===== src/timer2_pkg.sv =====
// Purpose: constants for the wide timer and serial bit-rate logic
// Assumes: single 10 MHz clock, one oscillator period per clock
// Notes:   counts are in oscillator periods
package timer2_pkg;
	localparam int          CLK_HZ         = 10_000_000;
	localparam int          MACHINE_DIV    = 12;
	localparam int          STATE_DIV      = 2;
	localparam int          SER_DIV        = 16;
	localparam int          MODE2_DIV      = 32;
	localparam logic [15:0] COUNT_RESET    = 16'h0000;
	localparam logic [15:0] COUNT_MAX      = 16'hffff;
	localparam logic [7:0]  BYTE_MAX       = 8'hff;
	localparam logic [7:0]  BYTE_RESET     = 8'h00;
	localparam logic [3:0]  PRE_RESET      = 4'h0;
	localparam logic [1:0]  SER_MODE0      = 2'h0;
	localparam logic [1:0]  SER_MODE2      = 2'h2;
	localparam logic [3:0]  MACHINE_LAST   = 4'(MACHINE_DIV - 1);
	localparam logic [3:0]  STATE_LAST     = 4'(STATE_DIV - 1);
	localparam logic [3:0]  SER_LAST       = 4'(SER_DIV - 1);
	localparam logic [4:0]  MODE2_LAST     = 5'(MODE2_DIV - 1);
endpackage


===== src/timer2_serial_baud_generator.sv =====
// Purpose: 16-bit wide timer with capture, auto-reload and bit-rate modes,
//          serial bit clock selection and double-buffered serial data path
// Assumes: pins synchronous to mclk; shift logic lives outside
// Notes:   control bits are plain ports
// Summary of operation
// - 16-bit timer/counter, timer or event counter, three modes.
// - capture without trigger: free 16-bit count, overflow sets overflow flag.
// - capture with trigger: falling trigger edge copies count, sets external flag.
// - auto-reload: overflow sets flag and reloads from reload/capture registers.
// - auto-reload with trigger: falling trigger edge also reloads, sets external flag.
// - bit-rate mode: high-byte rollover reloads the whole counter.
// - timer ticks every 12 clocks, every 2 clocks in bit-rate mode.
// - wide timer serial rate is its overflow rate over 16.
// - bit-rate mode holds only while a clock select bit is set.
// - bit-rate rollover sets no overflow flag and no interrupt.
// - bit-rate mode trigger edge sets external flag without reload.
// - receive and transmit clocks choose their timer independently.
// - serial mode 0 shifts at clock over 12.
// - serial mode 2 runs at clock over 64 while timer 1 does not overflow, or over 32 doubled.
// - timer 1 source: rate is 2^doubler over 32 of its overflows.
// - receiver is double-buffered; overrun loses one byte.
// - buffer write loads transmit register; read returns separate receive register.
// - counter function counts falling edges on the count pin.
// - receive select set uses wide timer, clear uses timer 1.
// - overflow flag set on wrap from ffff, cleared only by software.
module timer2_serial_baud_generator
	import timer2_pkg::*;
(
	input  wire logic       mclk,
	input  wire logic       arst_n,
	input  wire logic       wide_timer_run,
	input  wire logic       wide_timer_count_select,
	input  wire logic       capture_reload_select,
	input  wire logic       ext_trigger_enable,
	input  wire logic       rx_clock_select,
	input  wire logic       tx_clock_select,
	input  wire logic       baud_doubler,
	input  wire logic [1:0] serial_mode,
	input  wire logic       wide_timer_count_pin,
	input  wire logic       wide_timer_trigger_pin,
	input  wire logic       timer1_overflow,
	input  wire logic       flag_clear_overflow,
	input  wire logic       flag_clear_external,
	input  wire logic       reload_wr_low,
	input  wire logic       reload_wr_high,
	input  wire logic       count_wr_low,
	input  wire logic       count_wr_high,
	input  wire logic [7:0] wr_data,
	input  wire logic       serial_buffer_wr,
	input  wire logic       serial_buffer_rd,
	input  wire logic       rx_byte_done,
	input  wire logic [7:0] rx_shift_byte,
	output logic [15:0]     wide_count,
	output logic [15:0]     reload_capture,
	output logic            wide_timer_overflow_flag,
	output logic            wide_timer_external_flag,
	output logic            rx_bit_tick,
	output logic            tx_bit_tick,
	output logic            mode0_shift_tick,
	output logic [7:0]      tx_data,
	output logic            tx_load,
	output logic [7:0]      rx_data,
	output logic            rx_overrun
);
	// ----------------------------------------------------------------
	// state record
	// ----------------------------------------------------------------
	typedef struct packed {
		logic [15:0] cnt;
		logic [15:0] rcap;
		logic        ovf;
		logic        exf;
		logic [3:0]  mpre;
		logic [3:0]  spre;
		logic        cpin;
		logic        tpin;
		logic [3:0]  rx16;
		logic [3:0]  tx16;
		logic        t1half;
		logic [4:0]  m2pre;
		logic        rxt;
		logic        txt;
		logic        m0t;
		logic [7:0]  txd;
		logic        txl;
		logic [7:0]  rxd;
		logic        rxfull;
		logic        ovr;
	} state_s;

	state_s st_r;
	state_s st_nxt;

	logic baud_mode;
	logic mach_tick;
	logic state_tick;
	logic trig_fall;
	logic cnt_fall;
	logic step;
	logic wrap;
	logic hi_roll;
	logic t2_ovf;
	logic t1_src;
	logic [15:0] inc;

	// one source choice, made alike for receive and transmit
	function automatic logic pick_src(input logic sel, input logic t2, input logic t1);
		return sel ? t2 : t1;
	endfunction

	// ----------------------------------------------------------------
	// timer core
	// ----------------------------------------------------------------
	always_comb begin
		st_nxt     = st_r;
		baud_mode  = rx_clock_select | tx_clock_select;
		mach_tick  = (st_r.mpre == MACHINE_LAST);
		state_tick = (st_r.spre == STATE_LAST);
		st_nxt.mpre = mach_tick ? PRE_RESET : st_r.mpre + 4'h1;
		st_nxt.spre = state_tick ? PRE_RESET : st_r.spre + 4'h1;
		// pins sampled once per machine cycle, as edges need two samples
		if (mach_tick) begin
			st_nxt.cpin = wide_timer_count_pin;
			st_nxt.tpin = wide_timer_trigger_pin;
		end
		cnt_fall  = mach_tick & st_r.cpin & ~wide_timer_count_pin;
		trig_fall = mach_tick & st_r.tpin & ~wide_timer_trigger_pin;
		if (wide_timer_count_select)
			step = wide_timer_run & cnt_fall;
		else
			step = wide_timer_run & (baud_mode ? state_tick : mach_tick);
		inc     = st_r.cnt + 16'h0001;
		wrap    = step & (st_r.cnt == COUNT_MAX);
		hi_roll = wrap; // high byte rolls only on the full 16-bit wrap
		t2_ovf  = baud_mode & hi_roll;
		if (step)
			st_nxt.cnt = inc;
		// overflow flag left alone while generating bit rates
		if (baud_mode) begin
			if (hi_roll)
				st_nxt.cnt = st_r.rcap;
			// trigger only flags here, giving a spare interrupt source
			if (ext_trigger_enable & trig_fall)
				st_nxt.exf = 1'b1;
		end else if (capture_reload_select) begin
			if (wrap)
				st_nxt.ovf = 1'b1;
			if (ext_trigger_enable & trig_fall) begin
				st_nxt.rcap = step ? inc : st_r.cnt;
				st_nxt.exf  = 1'b1;
			end
		end else begin
			if (wrap) begin
				st_nxt.ovf = 1'b1;
				st_nxt.cnt = st_r.rcap;
			end
			if (ext_trigger_enable & trig_fall) begin
				st_nxt.cnt = st_r.rcap;
				st_nxt.exf = 1'b1;
			end
		end
		if (count_wr_low)
			st_nxt.cnt[7:0] = wr_data;
		if (count_wr_high)
			st_nxt.cnt[15:8] = wr_data;
		if (reload_wr_low)
			st_nxt.rcap[7:0] = wr_data;
		if (reload_wr_high)
			st_nxt.rcap[15:8] = wr_data;
		// set wins over a clear in the same cycle
		if (flag_clear_overflow & ~(wrap & ~baud_mode))
			st_nxt.ovf = 1'b0;
		if (flag_clear_external & ~(ext_trigger_enable & trig_fall))
			st_nxt.exf = 1'b0;

		// ------------------------------------------------------------
		// bit clock selection
		// ------------------------------------------------------------
		// timer 1 overflows halved unless doubled: 2^doubler/32 overall
		t1_src = 1'b0;
		if (timer1_overflow) begin
			st_nxt.t1half = ~st_r.t1half;
			t1_src        = baud_doubler | st_r.t1half;
		end
		st_nxt.rxt = 1'b0;
		st_nxt.txt = 1'b0;
		if (pick_src(rx_clock_select, t2_ovf, t1_src)) begin
			st_nxt.rx16 = st_r.rx16 + 4'h1;
			st_nxt.rxt  = (st_r.rx16 == SER_LAST);
		end
		if (pick_src(tx_clock_select, t2_ovf, t1_src)) begin
			st_nxt.tx16 = st_r.tx16 + 4'h1;
			st_nxt.txt  = (st_r.tx16 == SER_LAST);
		end
		st_nxt.m2pre = st_r.m2pre + 5'h01;
		if (serial_mode == SER_MODE2) begin
			st_nxt.rxt = (st_r.m2pre == MODE2_LAST) &
				(baud_doubler | st_nxt.t1half);
			st_nxt.txt = st_nxt.rxt;
		end
		// mode 2 borrows the timer 1 half bit; a same-cycle timer 1 overflow wins
		if ((serial_mode == SER_MODE2) & (st_r.m2pre == MODE2_LAST) & ~timer1_overflow)
			st_nxt.t1half = ~st_r.t1half;
		st_nxt.m0t = (serial_mode == SER_MODE0) & mach_tick;

		// ------------------------------------------------------------
		// serial data buffers
		// ------------------------------------------------------------
		st_nxt.txl = serial_buffer_wr;
		if (serial_buffer_wr)
			st_nxt.txd = wr_data;
		if (serial_buffer_rd)
			st_nxt.rxfull = 1'b0;
		if (rx_byte_done) begin
			// unread byte is overwritten: one byte lost, flagged
			st_nxt.rxd    = rx_shift_byte;
			st_nxt.rxfull = 1'b1;
			st_nxt.ovr    = st_r.rxfull & ~serial_buffer_rd;
		end
	end

	always_ff @(posedge mclk or negedge arst_n) begin
		if (!arst_n) begin
			st_r <= '0;
		end else begin
			st_r <= st_nxt;
		end
	end

	assign wide_count               = st_r.cnt;
	assign reload_capture           = st_r.rcap;
	assign wide_timer_overflow_flag = st_r.ovf;
	assign wide_timer_external_flag = st_r.exf;
	assign rx_bit_tick              = st_r.rxt;
	assign tx_bit_tick              = st_r.txt;
	assign mode0_shift_tick         = st_r.m0t;
	assign tx_data                  = st_r.txd;
	assign tx_load                  = st_r.txl;
	assign rx_data                  = st_r.rxd;
	assign rx_overrun               = st_r.ovr;
endmodule


===== config.mk =====
export PLATFORM = sky130hd
export DESIGN_NAME = timer2_serial_baud_generator
export DESIGN_NICKNAME = d
export VERILOG_FILES = /design/src/timer2_pkg.sv /design/src/timer2_serial_baud_generator.sv
export SDC_FILE = /design/constraint.sdc
export NUM_CORES = 1
export LEC_CHECK = 0
export BUFFER_PORTS_ARGS = -buffer_cell sky130_fd_sc_hd__buf_4
export CORE_UTILIZATION = 59
export CTS_BUF_LIST = sky130_fd_sc_hd__clkbuf_16
export CTS_CLUSTER_SIZE = 16
export DETAILED_ROUTE_END_ITERATION = 6
export PLACE_DENSITY = 0.85
export SYNTH_ARGS = -nofsm -noshare
export SYNTH_HDL_FRONTEND = slang
export SYNTH_SLANG_ARGS = --single-unit

===== constraint.sdc =====
create_clock -name mclk -period 4 [get_ports mclk]
set_clock_uncertainty 0.2 [all_clocks]
set_input_delay 0.8 -clock mclk [delete_from_list [all_inputs] [get_ports mclk]]
set_output_delay 0.8 -clock mclk [all_outputs]
set_load 0.02 [all_outputs]

==> results.md <==
* Pwr dens at 432 mW/mm^2
* CTS resizes at 0
* DIE WIDTH at 89.6 microns
* Post-synthesis cell count at 437
* Initial DRT Pass Iterations at 4
* DR vias at 3557
* Final Critical Period at 2.93 ns
* ANT nets after route at 0
* Full die area at 0.00803 sq mm
* # hold bufs at CTS at 0
* Crit. End Element: flop
* Leak Pwr at 2.43 nW
* Max Cap Viol at 0
* Wirelength per Cell at 18.3 microns
* Post-synth EDFFs at 0
* DIE HEIGHT at 89.6 microns
* Most used cell, CP: buf_4
* Share of cells above drive strength 1 at 0.300
* Clock sink count at 80
* Final setup margin at 1.07 ns
* First-pass GRT wire length at 16800 microns
* CTS tree: yes
* Cell variety after synth at 62
* Crit share post-route at 0.733
* Hpwl dp at 7570 microns
* Final Non-Filler Cells at 585
* Post-CTS setup repair buffer count at 0
* Worst-Skew Late Latency at 0.34 ns
* Peak supply drop at 0.250 mV
* Mean Syn Cell Area at 10.4 sq um
* Ant diodes at 0
* Hold Path Class: reg2reg
* Actual slew at the worst max-slew pin at 0.960 ns
* Vias in the first global route at 3375
* Core Area at 0.00733 sq mm
* Primary FF master, synth: dfrtp_1
* Drt drc at 0
* Hold Fails Final Rpt at 0
* Crit-path max FO at 12
* FMAX at 341 MHz
* Fin Setup TNS at 0 ns
* Most frequent cells in the layout: buf_4, dfrtp_1, nand2_1
* Outcome: finished, final reports clean
* Initial antenna violation count at 0
* Crit-path cells: buf_4 -> nor2_2 -> nand2_1 -> nor3_4 -> buf_4 -> nor2_1 -> a211oi_1 -> a21o_1
* Largest net degree at the start of global routing at 81
* Top Ports at 94
* Worst slew margin at 0.360
* Mapped cell area at 0.00453 sq mm
* Mapped Nets at 482
* Clock-pin slew on the worst setup and hold paths at 0.06 ns
* RSZ-0062 raised after global routing: no
* Vias per Instance at 6.08
* Max clock buf depth at 2
* Async set or reset register ratio after synthesis at 1.00
* DP Worst Slack at 0.880 ns
* Initial DRC count at 295
* Yosys warns at 0
* Slew Limit Fails at 0
* Clock Root Buffer: clkbuf_16
* Remaining Overflow, GRT at 0
* Sequential area share after synthesis at 0.442
* # setup viols final at 0
* Tot GR Track Use at 0.284
* WS Path Type: in2reg
* Placed instance count at 569
* CP Launch Type: input port
* H-Tree Level Count at 3
* Arr. time, crit path at 3.00 ns
* IO Port Bufs at 93
* Total Routed Length at 10700 microns
* Final #Nets at 526
* CTS Buf Count at 9
* Area grow syn2layout at 15.2%
* Critical-path top delay cell: nor3_4
* Commonest non-fill, non-tap cell in the layout: buf_4
* Critical Path Max Stage Delay at 0.62 ns
* # rows at 31
* Initial core utilization at 0.618
* Hold slack at 0.248 ns
* GP Congestion at 0.929
* #FFs+latches synth at 80
* CP Data Required Time at 4.07 ns
[through the flow]
| step | power (mW) | area, sq um | utilization |
|---|---|---|---|
| 2_1_floorplan | 1.32 | 4530 | - |
| 4_1_cts | 2.26 | 5220 | 0.712 |
| 6_report | 2.26 | 5220 | 0.712 |
| 3_3_place_gp | 1.44 | 4930 | 0.672 |
| 3_5_place_dp | 1.46 | 4930 | 0.672 |
| 5_1_grt | 2.35 | 5220 | 0.712 |
[critical path: cells and delay by family]
kind                   cells  cell delay (ns)
AO/OA/AOI/OAI              2             0.38
AND/OR/NAND/NOR            4             1.36
buffers and inverters      2             0.46
[per-layer routing]
| layer | global-route usage | vias to the layer above | wire (microns) | share of wire |
|---|---|---|---|---|
| li1 | - | 1600 | - | - |
| met4 | 0.126 | 0 | 309 | 0.029 |
| met1 | 0.383 | 1711 | 4450 | 0.42 |
| met5 | 0 | - | 0 | 0 |
| met2 | 0.433 | 208 | 5020 | 0.47 |
| met3 | 0.0759 | 38 | 930 | 0.087 |
[Yosys cell counts (2+ instances only)]
| cell type | count | area share |
|---|---|---|
| o2111a_1 | 2 | 0.0050 |
| nor3_1 | 6 | 0.0066 |
| clkbuf_2 | 2 | 0.0022 |
| a21o_1 | 3 | 0.0050 |
| mux2i_4 | 2 | 0.0099 |
| ha_1 | 6 | 0.017 |
| o31ai_1 | 5 | 0.0083 |
| nor2b_1 | 3 | 0.0041 |
| mux2_2 | 23 | 0.057 |
| nand3_1 | 10 | 0.011 |
| buf_4 | 49 | 0.081 |
| nand4_1 | 4 | 0.0055 |
| o22ai_1 | 6 | 0.0083 |
| xor2_1 | 10 | 0.019 |
| clkbuf_1 | 6 | 0.0050 |
| o21ai_0 | 28 | 0.031 |
| nor2_1 | 14 | 0.012 |
| mux2i_1 | 18 | 0.040 |
| xnor2_1 | 18 | 0.035 |
| buf_2 | 2 | 0.0022 |
| a21oi_1 | 15 | 0.017 |
| o21a_1 | 3 | 0.0050 |
| o221ai_1 | 3 | 0.0058 |
| o2111ai_1 | 2 | 0.0039 |
| nand2_1 | 47 | 0.039 |
| o21ai_1 | 2 | 0.0022 |
| and4_1 | 5 | 0.0097 |
| and3_1 | 4 | 0.0055 |
| inv_1 | 15 | 0.012 |
| and3b_1 | 2 | 0.0039 |
| dfrtp_1 | 80 | 0.44 |
| a211oi_1 | 2 | 0.0033 |
| a221oi_1 | 2 | 0.0039 |
| buf_6 | 2 | 0.0050 |
| a31o_2 | 2 | 0.0039 |
| o211ai_1 | 8 | 0.013 |
[path summary, 6_finish.rpt]
kind	cells after the start	slack, ns	startpoint	to
max in group asynchronous	1	2.57	arst_n	reload_capture[8]$_DFFE_PN0P_
min in group asynchronous	1	0.40	arst_n	rx_data[7]$_DFFE_PN0P_
setup / recovery	8	1.07	tx_clock_select	reload_capture[6]$_DFFE_PN0P_
setup reg to reg	7	1.26	st_r[42]$_DFF_PN0_	wide_count[6]$_DFF_PN0_
hold / removal	1	0.25	st_r[22]$_DFF_PN0_	st_r[22]$_DFF_PN0_
hold reg to reg	1	0.25	st_r[22]$_DFF_PN0_	st_r[22]$_DFF_PN0_
[cell type report]
| class | instances | area (sq um) |
|---|---|---|
| Clock inverter | 7 | 63.8 |
| Tap cell | 99 | 124 |
| Timing Repair Buffer | 95 | 713 |
| Fill cell | 517 | 2110 |
| Sequential cell | 80 | 2000 |
| Clock buffer | 9 | 225 |
| Inverter | 15 | 56.3 |
| Multi-Input combinational cell | 280 | 2030 |
[report_power, final]
group	internal, mW	switching (mW)	total (mW)
Sequential	0.908	0.104	1.01
Clock	0.479	0.321	0.800
Combinational	0.207	0.236	0.442
[cells by family (layout without fill, tap and decap cells)]
logic type	after synthesis	in the layout	synth area share
xor+xnor	28	28	0.0542
compound gates	95	95	0.144
mux	43	43	0.107
flops	80	80	0.442
simple gates	108	108	0.127
buf+inv	77	126	0.109
fa+ha+maj	6	6	0.0166
[registers in the layout, indices dropped and copies added, names as in the netlist]
signal                    flops
mode0_shift_tick              1
rx_data                       8
reload_capture               16
st_r                         25
wide_count                   16
tx_bit_tick                   1
wide_timer_overflow_flag      1
tx_data                       8
rx_bit_tick                   1
rx_overrun                    1
wide_timer_external_flag      1
tx_load                       1
(Power assumes the default switching activity.)
